### src/pwm12_pkg.sv
// Constants, register map and helper functions for the cascaded 12-bit PWM block
package pwm12_pkg;
  // Register indices; byte address is four times the index
  localparam logic [7:0] LOW_IDX  = 8'h28;
  localparam logic [7:0] HIGH_IDX = 8'h29;
  localparam logic [7:0] MODE_IDX = 8'h2A;
  localparam logic [7:0] CTRL_IDX = 8'h2B;
  localparam logic [7:0] STAT_IDX = 8'h2C;
  // Values after reset
  localparam logic [7:0]  LOW_RESET     = 8'hFF;
  localparam logic [7:0]  HIGH_RESET    = 8'hFF;
  localparam logic [7:0]  MODE_RESET    = 8'h00;
  localparam logic [7:0]  CTRL_RESET    = 8'h00;
  localparam logic [11:0] COMPARE_RESET = 12'hFFF;
  // Mode register fields
  localparam int MODE_SEL_LSB = 0;
  localparam int EXT_BIT      = 2;
  localparam int TCK_LSB      = 3;
  localparam int DBE_BIT      = 6;
  localparam int INIT_BIT     = 7;
  localparam logic [1:0] PWM_MODE = 2'h2;
  // Control register fields
  localparam int LOW_RUN_BIT = 0;
  localparam int UP_RUN_BIT  = 1;
  localparam int CASCADE_BIT = 2;
  // Counter limits
  localparam logic [7:0] COUNT_TOP  = 8'hFF;
  localparam logic [3:0] LAST_CYCLE = 4'hF;
  // AXI responses
  localparam logic [1:0] RESP_OKAY   = 2'h0;
  localparam logic [1:0] RESP_SLVERR = 2'h2;

  // Divider exponent for each internal clock selection
  function automatic logic [3:0] prescale_exp(input logic [2:0] sel);
    case (sel)
      3'h0:    prescale_exp = 4'hB;
      3'h1:    prescale_exp = 4'hA;
      3'h2:    prescale_exp = 4'h8;
      3'h3:    prescale_exp = 4'h6;
      3'h4:    prescale_exp = 4'h4;
      3'h5:    prescale_exp = 4'h2;
      3'h6:    prescale_exp = 4'h1;
      default: prescale_exp = 4'h0;
    endcase
  endfunction

  // One if the cycle with index idx (cycle number idx+1) gets a stretched pulse
  function automatic logic extra_hit(input logic [3:0] ad, input logic [3:0] idx);
    logic [3:0] c;
    c = idx + 4'h1;
    extra_hit = (ad[3] && !c[0]) || (ad[2] && c[1:0] == 2'h3)
             || (ad[1] && c[2:0] == 3'h5) || (ad[0] && idx == 4'h8);
  endfunction
endpackage

### src/cascaded_twelve_bit_pwm.sv
// Cascaded 12-bit PWM timer with its AXI4-Lite register slave
// Behaviour
// - duty value from two nibbles, 256-count cycle
// - unused high bits stored and read back
// - each extra-pulse bit picks fixed cycles
// - bits combine for one to fifteen insertions
// - initial-level bit sets pin idle level
// - stopped timer drives initial level on pin
// - run bit makes counter step per tick
// - duty match inverts the output pin
// - selected cycles match at duty plus one
// - all extra bits zero, no stretch
// - at 256 wrap to zero, restore level
// - overflow pulse on every overflow
// - second pulse on every sixteenth overflow
// - clearing run stops, clears, restores pin
// - buffer enable bit selects buffered update
// - mode active when cascaded, field is 10
// - high register write commits both values
// - buffered value loads at sixteenth overflow
// - mode writes ignored while running
`timescale 1ns/1ps
`default_nettype none
module cascaded_twelve_bit_pwm
  import pwm12_pkg::*;
#(
  parameter int ADDR_W = 8
)(
  input  wire logic              aclk,
  input  wire logic              aresetn,
  input  wire logic [ADDR_W-1:0] awaddr,
  input  wire logic              awvalid,
  output logic                   awready,
  input  wire logic [31:0]       wdata,
  input  wire logic [3:0]        wstrb,
  input  wire logic              wvalid,
  output logic                   wready,
  output logic [1:0]             bresp,
  output logic                   bvalid,
  input  wire logic              bready,
  input  wire logic [ADDR_W-1:0] araddr,
  input  wire logic              arvalid,
  output logic                   arready,
  output logic [31:0]            rdata,
  output logic [1:0]             rresp,
  output logic                   rvalid,
  input  wire logic              rready,
  input  wire logic              external_clock_pin,
  output logic                   duty_output_pin,
  output logic                   overflow_irq,
  output logic                   sixteenth_overflow_irq
);
  // Highest index is 0x2C, so byte addresses need eight bits
  if (ADDR_W < 8)
  begin : g_chk
    $error("cascaded_twelve_bit_pwm: ADDR_W must be at least 8");
  end

  typedef struct packed {
    logic [7:0]  lowr;      // Low register: duty low nibble, extra bits
    logic [7:0]  highr;     // High register: duty high nibble in low bits
    logic [7:0]  mode;      // Upper timer mode register
    logic [7:0]  ctrl;      // Pair control register
    logic [11:0] active;    // Compare value in use
    logic [11:0] buffer;    // Last value written
    logic [7:0]  count;     // Up counter
    logic [3:0]  cyc;       // Cycle index within sixteen
    logic        matched;   // Duty match seen this cycle
    logic        pin;       // Output pin level
    logic        ovf;       // Overflow pulse
    logic        six;       // Sixteenth overflow pulse
    logic        aw_held;   // Write address captured
    logic [7:0]  aw_addr;   // Captured write address
    logic        w_held;    // Write data captured
    logic [7:0]  w_data;    // Captured write data
    logic        w_strb0;   // Captured lane 0 strobe
    logic        awready;   // Address channel ready
    logic        wready;    // Data channel ready
    logic        bvalid;    // Write response pending
    logic [1:0]  bresp;     // Write response code
    logic        arready;   // Read address ready
    logic        rvalid;    // Read data pending
    logic [31:0] rdata;     // Read data
    logic [1:0]  rresp;     // Read response code
  } pwm_state_t;

  localparam pwm_state_t STATE_RESET = '{
    lowr: LOW_RESET, highr: HIGH_RESET, mode: MODE_RESET, ctrl: CTRL_RESET,
    active: COMPARE_RESET, buffer: COMPARE_RESET, awready: 1'b1, wready: 1'b1,
    arready: 1'b1, default: '0};

  pwm_state_t s;          // Registered state
  pwm_state_t next_s;     // Next state
  logic       tick;       // Source clock tick
  logic       pwm_on;     // Mode selected and running
  logic [7:0] duty;       // Active duty value
  logic       stretch;    // This cycle gets the extra count
  logic [8:0] target;     // Count at which the pin inverts
  logic       wrap;       // Overflow this clock
  logic       hi_wr;      // High register write this clock
  logic       xfer;       // Buffered transfer this clock
  logic [7:0] wr_idx;     // Decoded write index
  logic [7:0] rd_idx;     // Decoded read index
  logic [11:0] combined;  // Value committed by a high write

  // Word index from a byte address
  function automatic logic [7:0] word_idx(input logic [7:0] a);
    word_idx = {2'h0, a[7:2]};
  endfunction

  // mode decode from cascade, field and run bit
  assign pwm_on = s.ctrl[CASCADE_BIT] && s.ctrl[UP_RUN_BIT]
               && s.mode[MODE_SEL_LSB +: 2] == PWM_MODE;
  assign duty = s.active[11:4];
  // cycle selection from the extra bits
  assign stretch = extra_hit(s.active[3:0], s.cyc);
  assign target = {1'b0, duty} + {8'h00, stretch};
  assign wrap = pwm_on && tick && s.count == COUNT_TOP;
  assign wr_idx = word_idx(s.aw_addr);
  assign rd_idx = word_idx(araddr[7:0]);

  source_tick #(
    .PRE_W (11)
  ) u_tick (
    .aclk         (aclk),
    .aresetn      (aresetn),
    .enable       (pwm_on),
    .ext_sel      (s.mode[EXT_BIT]),
    .prescale_sel (s.mode[TCK_LSB +: 3]),
    .ext_clock    (external_clock_pin),
    .tick         (tick)
  );

  // Timer, register writes and bus answers
  always_comb
  begin
    next_s = s;
    next_s.ovf = 1'b0;
    next_s.six = 1'b0;
    hi_wr = 1'b0;
    xfer = 1'b0;
    combined = {s.w_data[3:0], s.lowr};
    if (!pwm_on)
    begin
      // stopped: cleared, pin at idle level
      next_s.count = 8'h00;
      next_s.cyc = 4'h0;
      next_s.matched = 1'b0;
      next_s.pin = s.mode[INIT_BIT];
    end
    else
    begin
      // first match in the cycle inverts the pin
      if (!s.matched && {1'b0, s.count} == target && !wrap)
      begin
        next_s.pin = !s.mode[INIT_BIT];
        next_s.matched = 1'b1;
      end
      if (wrap)
      begin
        next_s.count = 8'h00;
        next_s.cyc = s.cyc + 4'h1;
        next_s.matched = 1'b0;
        next_s.pin = s.mode[INIT_BIT];
        next_s.ovf = 1'b1;
        next_s.six = s.cyc == LAST_CYCLE;
        if (s.cyc == LAST_CYCLE && s.mode[DBE_BIT])
        begin
          next_s.active = s.buffer;
          xfer = 1'b1;
        end
      end
      else if (tick)
        next_s.count = s.count + 8'h01;
    end

    // Channel capture, address and data in either order
    if (awvalid && s.awready)
    begin
      next_s.aw_held = 1'b1;
      next_s.aw_addr = awaddr[7:0];
    end
    if (wvalid && s.wready)
    begin
      next_s.w_held = 1'b1;
      next_s.w_data = wdata[7:0];
      next_s.w_strb0 = wstrb[0];
    end
    if (bready && s.bvalid)
      next_s.bvalid = 1'b0;

    // Register write once both halves are held
    if (s.aw_held && s.w_held && !s.bvalid)
    begin
      next_s.aw_held = 1'b0;
      next_s.w_held = 1'b0;
      next_s.bvalid = 1'b1;
      next_s.bresp = RESP_OKAY;
      case (wr_idx)
        LOW_IDX:
          if (s.w_strb0)
            next_s.lowr = s.w_data;
        HIGH_IDX:
          if (s.w_strb0)
          begin
            // all eight bits kept as written
            next_s.highr = s.w_data;
            // both halves commit on the high write
            hi_wr = 1'b1;
            next_s.buffer = combined;
            if (!(pwm_on && s.mode[DBE_BIT]))
              next_s.active = combined;
          end
        MODE_IDX:
          // locked while either run bit is set
          if (s.w_strb0 && !s.ctrl[LOW_RUN_BIT] && !s.ctrl[UP_RUN_BIT])
            next_s.mode = s.w_data;
        CTRL_IDX:
          if (s.w_strb0)
            next_s.ctrl = {5'h00, s.w_data[2:0]};
        STAT_IDX:
          ; // Read only, write ignored
        default:
          next_s.bresp = RESP_SLVERR;
      endcase
    end

    // Read answer
    if (arvalid && s.arready)
    begin
      next_s.rvalid = 1'b1;
      next_s.rresp = RESP_OKAY;
      case (rd_idx)
        LOW_IDX:  next_s.rdata = {24'h0, s.lowr};
        HIGH_IDX: next_s.rdata = {24'h0, s.highr};
        MODE_IDX: next_s.rdata = {24'h0, s.mode};
        CTRL_IDX: next_s.rdata = {24'h0, s.ctrl};
        STAT_IDX: next_s.rdata = {18'h0, pwm_on, s.pin, s.cyc, s.count};
        default:
        begin
          next_s.rdata = 32'h0;
          next_s.rresp = RESP_SLVERR;
        end
      endcase
    end
    else if (rready && s.rvalid)
      next_s.rvalid = 1'b0;

    // Ready only while nothing is pending on that channel
    next_s.awready = !next_s.aw_held && !next_s.bvalid;
    next_s.wready = !next_s.w_held && !next_s.bvalid;
    next_s.arready = !next_s.rvalid;
  end

  // State register, synchronous reset
  always_ff @(posedge aclk)
  begin
    if (!aresetn)
      s <= STATE_RESET;
    else
      s <= next_s;
  end

  // Outputs straight from the state flops
  assign awready = s.awready;
  assign wready = s.wready;
  assign bvalid = s.bvalid;
  assign bresp = s.bresp;
  assign arready = s.arready;
  assign rvalid = s.rvalid;
  assign rdata = s.rdata;
  assign rresp = s.rresp;
  assign duty_output_pin = s.pin;
  assign overflow_irq = s.ovf;
  assign sixteenth_overflow_irq = s.six;
endmodule
`default_nettype wire

### src/source_tick.sv
// Source clock tick generator: internal prescaler or external falling edge
`timescale 1ns/1ps
`default_nettype none
module source_tick
  import pwm12_pkg::*;
#(
  parameter int PRE_W = 11
)(
  input  wire logic       aclk,
  input  wire logic       aresetn,
  input  wire logic       enable,
  input  wire logic       ext_sel,
  input  wire logic [2:0] prescale_sel,
  input  wire logic       ext_clock,
  output logic            tick
);
  // The slowest selection divides by two to the eleventh
  if (PRE_W < 11)
  begin : g_chk
    $error("source_tick: PRE_W must be at least 11");
  end

  typedef struct packed {
    logic [PRE_W-1:0] pre;       // Prescaler count
    logic             ext_prev;  // Last external level
    logic             tick;      // One-cycle source tick
  } tick_state_t;

  tick_state_t s;       // Registered state
  tick_state_t next_s;  // Next state
  logic [PRE_W:0] wide; // Mask before trimming

  // Next state
  always_comb
  begin
    next_s = s;
    next_s.ext_prev = ext_clock;
    next_s.tick = 1'b0;
    wide = ((PRE_W+1)'(1) << prescale_exp(prescale_sel)) - (PRE_W+1)'(1);
    if (!enable)
      // Idle prescaler restarts cleanly at the next run
      next_s.pre = '0;
    else if (ext_sel)
      // edges spaced by the far clock source
      next_s.tick = s.ext_prev && !ext_clock;
    else
    begin
      next_s.pre = s.pre + PRE_W'(1);
      next_s.tick = (s.pre & wide[PRE_W-1:0]) == wide[PRE_W-1:0];
    end
  end

  // State register
  always_ff @(posedge aclk)
  begin
    if (!aresetn)
      s <= '0;
    else
      s <= next_s;
  end

  assign tick = s.tick;
endmodule
`default_nettype wire

### config.mk
export PLATFORM = sky130hd
export DESIGN_NAME = cascaded_twelve_bit_pwm
export DESIGN_NICKNAME = d
export VERILOG_FILES = /design/src/pwm12_pkg.sv /design/src/cascaded_twelve_bit_pwm.sv /design/src/source_tick.sv
export SDC_FILE = /design/constraint.sdc
export NUM_CORES = 1
export LEC_CHECK = 0
export BUFFER_PORTS_ARGS = -buffer_cell sky130_fd_sc_hd__clkbuf_2
export CORE_MARGIN = 4
export CORE_UTILIZATION = 48
export DETAILED_ROUTE_END_ITERATION = 10
export PLACE_DENSITY = 0.73
export SLEW_MARGIN = 30
export SYNTH_ARGS = -nofsm -noshare
export SYNTH_HDL_FRONTEND = slang
export SYNTH_SLANG_ARGS = --single-unit
### constraint.sdc
create_clock -name aclk -period 3.8 [get_ports aclk]
set_input_delay 0.76 -clock aclk [delete_from_list [all_inputs] [get_ports aclk]]
set_output_delay 0.76 -clock aclk [all_outputs]
set_load 0.05 [all_outputs]
Word level (Yosys, flattened, before mapping). Cells that the tools add are included.

Bits in read-only memories: 0. Register bits: 140. Bits in writable memories: 0. Output and inout port bits: 44. Input port bits: 60. Word-level logic and storage cells: 134. Memories kept: 0. Latch bits: 0.

Add/subtract/negate cells: 5. Equal/unequal tests: 25. Multipliers: 0. Divide/modulo/power cells: 0. Magnitude comparators: 0. Shift-type cells: 1. Bitwise operators: 3. Reduce and logical (&&, ||, !) cells: 49. Mux-type cells: 23.

Operator list (count): 24-bit two-way mux (3); 14-bit case mux with 5 select lines (1); 6-bit == test (second input constant) (10); 12-bit two-way mux (4); 4-bit case mux with 7 select lines (1); 1-bit logical AND (24); 3-bit AND reduction (5); 3-bit == test (second input constant) (4); 1-bit zero test (12); 11-bit by 1-bit adder with 11-bit output (second input constant) (1); 11-bit AND (1); 11-bit == test (1); 1-bit by 4-bit << shifter with 11-bit output (first input constant) (1); 11-bit by 2-bit subtractor with 11-bit output (second input constant) (1); 10-bit two-way mux (1); 5-bit OR reduction (2); 8-bit by 1-bit adder with 9-bit output (1); 8-bit by 9-bit == test with 1-bit output (1); 9-bit two-way mux (1); 8-bit by 1-bit adder with 8-bit output (second input constant) (1); 4-bit == test (second input constant) (2); 8-bit == test (second input constant) (1); 1-bit two-way mux (8); 3-bit by 2-bit == test with 1-bit output (second input constant) (2); 11 further kinds (17).

Depth between registers and ports, before layout. Gate-level depths: netlist (run 1).

Depth after elaboration: 13. Gate-level depth with buffers: 14. Depth with buffers taken out: 13.

Hierarchy. A second synthesis (run 1) with hierarchy kept.

Cell total of the unflattened synthesis: 638. Area, all modules: 5541.6 sq um.

Modules (own cells, without submodules): cascaded_twelve_bit_pwm (area an instance 4799.6 sq um, cells each 548, sequential area each 2021.9 sq um, instances 1); source_tick (area an instance 742.0 sq um, cells each 90, sequential area each 260.2 sq um, instances 1).

Worst setup path after synthesis (run 1). Ideal clock, no wire load.

Kind: flip-flop to flip-flop. From: register s[64] (netlist name). To: register s (netlist bit duty_output_pin). Path buffers: 1. Data arrival time: 2920 ps. Data required time: 3721 ps. Clock period less this slack: 2999 ps. Setup time: 79 ps. Setup slack: 801 ps. Stages on the path, launching flop included: 15. Cells stage by stage: dfxtp_1 > ha_1 > a22oi_1 > o21ai_0 > a222oi_1 > inv_1 > ha_1 > ha_1 > buf_8 > o21ba_1 > a221oi_2 > o2111ai_1 > a31o_1 > or4b_1 > o211ai_1.

Longest elaborated chain between the ends: 11. Elaborated cells on any way between the ends: 17. Those cells by class: 2 x add/sub; 5 x eq/ne; 10 x reduce/logical.

RTL lines: start: declaration (line cascaded_twelve_bit_pwm.sv:92) `pwm_state_t s;`; start signal: assignment (line cascaded_twelve_bit_pwm.sv:261) `s <= next_s;`; 4-bit by 1-bit adder with 4-bit output; 2-bit == test or 1-bit zero test (tied branches) (line pwm12_pkg.sv:51) `extra_hit = (ad[3] && !c[0]) || (ad[2] && c[1:0] == 2'h3)`; 1-bit logical AND (line pwm12_pkg.sv:51); 1-bit logical OR (line pwm12_pkg.sv:51); 1-bit logical OR (line pwm12_pkg.sv:52) `|| (ad[1] && c[2:0] == 3'h5) || (ad[0] && idx == 4'h8);`; 1-bit logical OR (*) (line pwm12_pkg.sv:52); 8-bit by 1-bit adder with 9-bit output (*) (line cascaded_twelve_bit_pwm.sv:117) `assign target = {1'b0, duty} + {8'h00, stretch};`; 8-bit by 9-bit == test with 1-bit output (*) (line cascaded_twelve_bit_pwm.sv:154) `if (!s.matched && {1'b0, s.count} == target && !wrap)`; 1-bit logical AND (*) (2 in series) (line cascaded_twelve_bit_pwm.sv:154); 3-bit by 1-bit != test with 1-bit output (no line) (*).

Every way passes the cells marked *; elsewhere a longest branch is shown, timed or not. A chain may end at the register's enable or synchronous reset.

Final worst setup path (run 1). Ends and elaborated chain as after synthesis.

==> results of run 1 <==
-- cells by family (layout without fill, tap and decap cells) --
| logic type | after synthesis | after routing |
|---|---|---|
| adder cells (fa/ha/maj) | 8 | 8 |
| multiplexers | 30 | 30 |
| flip-flops | 114 | 114 |
| AO/OA/AOI/OAI | 114 | 114 |
| AND/OR/NAND/NOR | 278 | 278 |
| buffers and inverters | 85 | 99 |
| XOR/XNOR | 28 | 28 |
| other | 1 | 20 |
-- area by class of cell --
type,instances,share of cell area (%)
Multi-Input combinational cell,478,46.20
Sequential cell,114,36.47
Clock buffer,25,7.757
Timing Repair Buffer,57,4.758
Tap cell,143,2.859
Clock inverter,5,1.240
Inverter,12,0.7197
-- stage by stage --
step / hold WS (ns) / total power [W] / setup slack, ns
finish: 0.4635 / 0.002951 / 0.4855
CTS: 0.4653 / 0.002965 / 0.4988
detailed placement: 0.4577 / 0.001450 / 0.5043
global route: 0.4956 / 0.003036 / 0.2630
floorplan: 0.4364 / 0.001425 / 0.8007
global placement: 0.4454 / 0.001445 / 0.5760
-- sequential cells by signal, summed over array words and instances, names as in the netlist --
name	count
s	57
rdata	14
combined	12
u_tick.s	12
duty	8
arready	1
awready	1
bresp	1
bvalid	1
duty_output_pin	1
overflow_irq	1
rresp	1
rvalid	1
sixteenth_overflow_irq	1
u_tick.tick	1
wready	1
-- critical path: cells and delay by family (launching register included) --
kind | cells | cell delay [ns]
DFF | 1 | 0.36
AOI/OAI and AO/OA | 8 | 1.46
and+or+nand+nor | 1 | 0.46
adders and majority gates | 3 | 0.85
buffers and inverters | 1 | 0.10
-- power groups by stage --
stage | clock network (W) | registers, W | logic [W]
after CTS | 0.00154 | 0.00124 | 0.000184
after floorplan | 0 | 0.00128 | 0.000149
after detailed placement | 0 | 0.00127 | 0.000183
after global routing | 0.00159 | 0.00125 | 0.000199
final | 0.00152 | 0.00124 | 0.000183
after global placement | 0 | 0.00127 | 0.000179
-- cells in the mapped netlist (4+ instances only) --
| cell type | count | area, µm² |
|---|---|---|
| buf_6 | 4 | 45.04 |
| clkbuf_1 | 19 | 71.32 |
| o21ai_1 | 14 | 70.07 |
| and2_1 | 8 | 50.05 |
| dfxtp_1 | 114 | 2282 |
| nor2b_1 | 26 | 162.7 |
| a21boi_0 | 19 | 142.6 |
| xnor2_1 | 12 | 105.1 |
| a211oi_1 | 13 | 97.59 |
| a22oi_1 | 4 | 30.03 |
| buf_4 | 37 | 277.8 |
| and3_1 | 7 | 43.79 |
| nand3b_1 | 8 | 60.06 |
| o21ai_0 | 21 | 105.1 |
| a221oi_1 | 6 | 52.55 |
| mux2i_1 | 27 | 270.3 |
| ha_1 | 8 | 100.1 |
| nand2b_1 | 5 | 31.28 |
| buf_2 | 9 | 45.04 |
| nor2_1 | 50 | 187.7 |
| xor2_1 | 16 | 140.1 |
| nor3_1 | 9 | 45.04 |
| nand3_1 | 37 | 185.2 |
| nand2_1 | 98 | 367.9 |
| inv_1 | 11 | 41.29 |
| a21oi_1 | 18 | 90.09 |
| nand4_1 | 5 | 31.28 |
-- per-layer routing --
metal	part of all wire (%)	routed length (µm)	GRT usage, %	vias up
li1	-	-	-	2261
met1	43	5658	24.43	2122
met2	48	6297	33.75	163
met3	6.3	824	5.130	24
met4	1.8	238	8.121	0
met5	0	0	0	-
-- placed cells by master (no fill, tap or decap), drive strengths merged, types with 18 or more instances in the layout --
master  netlist  layout
o21ai        35      35
clkbuf       21      77
dfxtp       114     114
a21boi       19      19
conb          1      20
nor2         50      50
a21oi        18      18
nor2b        27      27
nand2        98      98
mux2i        27      27
nand3        38      38
-- path summary, 6_finish.rpt --
path                                start               to  slack [ns]  cells past startpoint
worst min register to register  rdata[11]        rdata[11]        0.46                      2
worst min-delay path            rdata[11]        rdata[11]        0.46                      2
worst max-delay path                s[64]  duty_output_pin        0.49                     13
worst max register to register      s[64]  duty_output_pin        0.49                     13
==> out/qor.yml, run 1 <==
run_status:
  status: "completed"
cts:
  insertion_delay_ns: 0.41
  cts-buffers-inserted: 17
  clockBufferDepth: 2
  cts_root_buf: "clkbuf_16"
  postCtsSetupBuffers: 0
  clk_pin_slew_ns: 0.05
  hold_buffers: 0
  htreeDepth: 4
  ctsResizeCount: 0
  cts_tree: "yes"
  cts.sinks: 114
placed_design:
  dp_hpwl_um: 9075
  placed_area_um2: 5695
  place_congestion: 0.8358
  dp_cells: 804
  io_buffers: 52
flow_run:
  max_cap_viol_count: 0
timing:
  maxSlewViolCount: 0
  fin_skew_ns: 0.006672
  rsz0062_at_grt: "no"
  finalCritPeriodShare_pct: 87.22
  period_minus_slack_ns: 3.314
  max_freq_mhz: 301.7
  hold_viol: 0
  worstMarginPinSlew_ns: 0.7675
  slew-limit-headroom_pct: 48.68
  final.setup.tns_ns: 0
  setup_violations: 0
logic_synthesis:
  ys_ff_latch: 114
  ys_warn_count: 0
  synth_top_family_by_area: "simple AND/OR/NAND/NOR gates"
  ys_seq_area_share_pct: 40.52
  synthArstFlopShare_pct: 0
  synth_ff_type: "dfxtp_1"
  yosys.area_share.simple_pct: 25.03
  ys_types: 67
  syn_area_um2: 5633
  syn_inst: 658
  synth_compound_area_share_pct: 13.44
  synth_edf_count: 0
  avgSynthCellArea_um2: 8.561
  synthMuxAreaShare_pct: 5.398
  synth-xor-area-share_pct: 4.354
  post_synth_fa_ha_maj_area_fraction_pct: 1.777
pwr:
  switching_share_pct: 23.04
  power.leakage_nw: 2.535
  pwr-share-comb_pct: 6.2
  power_switching_w: 0.0006798
  ir_drop_v: 0.0003506
  seq_power_share_pct: 42.1
  p_per_area_nw_per_um2: 471.5
  clkPwrFrac_pct: 51.7
  intPower_w: 0.002271
worst_setup_path:
  crit_chain: "ha_1 -> a22oi_1 -> o21ai_0 -> a222oi_1 -> inv_1 -> ha_1 -> ha_1 -> o21ba_1 -> a221oi_2 -> o2111ai_1 -> a31o_1 -> or4b_1 -> o211ai_1"
  cp_slowest_cell: "or4b_1"
  critPathMaxStageDelay_ns: 0.46
  endpoint_kind: "flop"
  cpMostUsedCell: "ha_1"
  worstPathMaxFanout: 9
  worstSetupStartpointType: "flop"
  cp.required_ns: 4.13
  crit_type: "reg2reg"
  worstPathArrival_ns: 3.65
finish:
  seq_area_um2: 2282
  fin_util_pct: 54.58
  syn_to_final_growth_pct: 11.11
  nets: 748
  multiInputGateArea_um2: 2892
  drive_gt1_share_pct: 13.89
  design_area_um2: 6259
  final_cells: 834
  diodes: 0
  fillers: 1041
min_path:
  hp-class: "reg2reg"
route:
  vias: 4570
  ant_nets: 0
  routed_wl_um: 13020
  drc: 0
  vias_per_cell: 5.480
  detail_route.wl_per_cell_um: 15.61
  drtIter0Drc: 327
  first_pass_iters: 5
global_route:
  grt_max_degree: 47
  grt.total_usage_pct: 20.04
  grt_overflow: 0
  grt_first_pass_wirelength_um: 21360
  grt_pass1_vias: 4502
  antenna_found_initial: 0
floorplanning:
  die_x_um: 116.3
  num_io_pins: 104
  start_util_pct: 49.12
  die_height_um: 116.3
  row_count: 39
  core-area_um2: 11470
  die-area_um2: 13530
Note: power is estimated with default switching activity, not from simulation.
==> run 2: changes to the inputs <==
--- a/config.mk
+++ b/config.mk
@@ -9,8 +9,9 @@
 export CORE_MARGIN = 4
 export CORE_UTILIZATION = 48
 export DETAILED_ROUTE_END_ITERATION = 10
-export PLACE_DENSITY = 0.73
+export PLACE_DENSITY = 0.74
 export SLEW_MARGIN = 30
 export SYNTH_ARGS = -nofsm -noshare
 export SYNTH_HDL_FRONTEND = slang
+export SYNTH_HIERARCHICAL = 1
 export SYNTH_SLANG_ARGS = --single-unit
==> run 2 against run 1 <==
- critical path depth stayed put
- via count is 1.7% lower
- highest routed layer unchanged
- final area up 0.34%
==> out/qor.yml, run 2 <==
run_status:
  status: "completed"
cts:
  ctsResizeCount: 0
  insertion_delay_ns: 0.41
  htreeDepth: 4
  cts.sinks: 114
  cts_tree: "yes"
  clockBufferDepth: 2
  cts-buffers-inserted: 17
  cts_root_buf: "clkbuf_16"
  clk_pin_slew_ns: 0.06
  postCtsSetupBuffers: 0
  hold_buffers: 0
global_route:
  antenna_found_initial: 0
  grt_pass1_vias: 4347
  grt_overflow: 0
  grt_first_pass_wirelength_um: 20720
  grt_max_degree: 31
  grt.total_usage_pct: 19.40
route:
  first_pass_iters: 5
  vias_per_cell: 5.514
  drtIter0Drc: 325
  detail_route.wl_per_cell_um: 15.16
  vias: 4494
  ant_nets: 0
  drc: 0
  routed_wl_um: 12360
timing:
  fin_skew_ns: 0.007650
  maxSlewViolCount: 0
  hold_viol: 0
  finalCritPeriodShare_pct: 88.91
  rsz0062_at_grt: "no"
  period_minus_slack_ns: 3.379
  slew-limit-headroom_pct: 46.36
  holdWs_ns: 0.4403
  worstMarginPinSlew_ns: 0.8020
  setup_violations: 0
  max_freq_mhz: 296.0
  final.setup.tns_ns: 0
worst_setup_path:
  cp_slowest_cell: "a2111oi_1"
  cpMostUsedCell: "ha_1"
  crit_chain: "ha_1 -> a22oi_1 -> o21ai_0 -> a222oi_1 -> inv_1 -> ha_1 -> ha_1 -> nand3_1 -> nand2_1 -> mux2_2 -> a2111oi_1 -> a21oi_1 -> a311o_1"
  worstPathArrival_ns: 3.67
  endpoint_kind: "flop"
  worstSetupStartpointType: "flop"
  critPathMaxStageDelay_ns: 0.59
  r2r-start: "s[64]"
  cp.required_ns: 4.09
  worstPathMaxFanout: 7
  critPathLaunch: "s[64]"
  crit_type: "reg2reg"
logic_synthesis:
  avgSynthCellArea_um2: 8.686
  synth.top_cell.area_share_pct: 41.18
  synth.most_common_cell: "dfxtp_1"
  synth.top_cells.by_area: "dfxtp_1 41%, nand2_1 7.2%, mux2i_1 6.5%"
  ys_seq_area_share_pct: 41.18
  synth_ff_type: "dfxtp_1"
  syn_area_um2: 5542
  synthTopCellsByCount: "114 x dfxtp_1, 106 x nand2_1, 38 x nor2_1"
  synth_edf_count: 0
  ys_warn_count: 6
  ys_types: 61
  syn_inst: 638
  ys_ff_latch: 114
  yosys.area.top_type: "dfxtp_1"
  synthArstFlopShare_pct: 0
finish:
  largest_register: "s"
  drive_gt1_share_pct: 14.22
  diodes: 0
  fin_util_pct: 56.69
  syn_to_final_growth_pct: 13.32
  final_cells: 815
  largest_reg_flops: 57
  final_common_cell: "dfxtp_1"
  mostFrequentLayoutCells: "114 x dfxtp_1, 106 x nand2_1, 52 x clkbuf_2"
  fillers: 991
  nets: 730
min_path:
  hp-start: "s[76]"
  hp-class: "reg2reg"
pwr:
  p_per_area_nw_per_um2: 497.9
  ir_drop_v: 0.0003392
  power.leakage_nw: 2.557
floorplanning:
  die-area_um2: 13330
  start_util_pct: 50.02
  num_io_pins: 104
  row_count: 38
  die_x_um: 115.4
  core-area_um2: 11080
  die_height_um: 115.4
placed_design:
  dp_hpwl_um: 8762
  dp_cells: 783
  io_buffers: 52
  place_congestion: 0.8724
flow_run:
  max_cap_viol_count: 0
## run 2: cell types whose count changed in the layout (fill, tap and decap cells not counted), moves of 9 or more
cell      before  now
a21boi_0      19   34
a211oi_1      13    0
nor2_1        50   38
o21ai_1       14    2
o22ai_1        0   10
mux2i_1       27   36
## run 2: final cells by class
cell class                      instances  area [µm²]  area share (%)
Multi-Input combinational cell        462        2860           45.55
Sequential cell                       114        2282           36.34
Clock buffer                           23       478.0           7.611
Timing Repair Buffer                   56       290.3           4.622
Tap cell                              140       175.2           2.789
Clock inverter                          9       152.6           2.431
Inverter                               11       41.29          0.6575
## run 2: power by group
group | internal, W | switching (W) | leakage (nW)
clock network | 0.00115 | 0.000542 | 0.299
registers | 0.00122 | 0.0000209 | 0.925
logic | 0.0000526 | 0.000144 | 1.33
## run 2: path summary, 6_finish.rpt
| kind | depth (start not counted) | slack (ns) | to |
|---|---|---|---|
| worst max-delay path | 13 | 0.42 | duty_output_pin |
| worst min-delay path | 2 | 0.44 | s[76] |
| worst max register to register | 13 | 0.42 | duty_output_pin |
| worst min register to register | 2 | 0.44 | s[76] |
## run 2: stage by stage
stage / instance area (µm²) / total power [W] / setup WS (ns)
2_1_floorplan: 5613 / 0.001435 / 0.8600
3_3_place_gp: 5648 / 0.001457 / 0.5274
3_5_place_dp: 5648 / 0.001462 / 0.4913
4_1_cts: 6279 / 0.003146 / 0.3702
5_1_grt: 6280 / 0.003223 / 0.1805
6_report: 6280 / 0.003127 / 0.4214
## run 2: cell families after synthesis
kind of cell | after synthesis | synth area share [%]
AOI/OAI and AO/OA | 114 | 14.09
adders and majority gates | 8 | 1.806
DFF | 114 | 41.18
and+or+nand+nor | 256 | 22.62
buffers and inverters | 81 | 8.512
xor gates and xnor gates | 24 | 3.793
other | 1 | 0.06767
muxes | 40 | 7.925
## run 2: metal layers
| metal | vias up | global-route usage, % | share of wire (%) |
|---|---|---|---|
| li1 | 2212 | - | - |
| met1 | 2133 | 24.76 | 46 |
| met2 | 131 | 32.02 | 47 |
| met3 | 18 | 4.282 | 5.7 |
| met4 | 0 | 7.746 | 1.6 |
| met5 | - | 0 | 0 |
## run 2: worst max-delay path: cells and delay by family, from the launching register on
kind / cells / cell delay (ns)
AOI/OAI and AO/OA: 6 / 1.58
and+or+nand+nor: 2 / 0.19
DFF: 1 / 0.35
buffers and inverters: 1 / 0.08
adders and majority gates: 3 / 0.79
muxes: 1 / 0.27
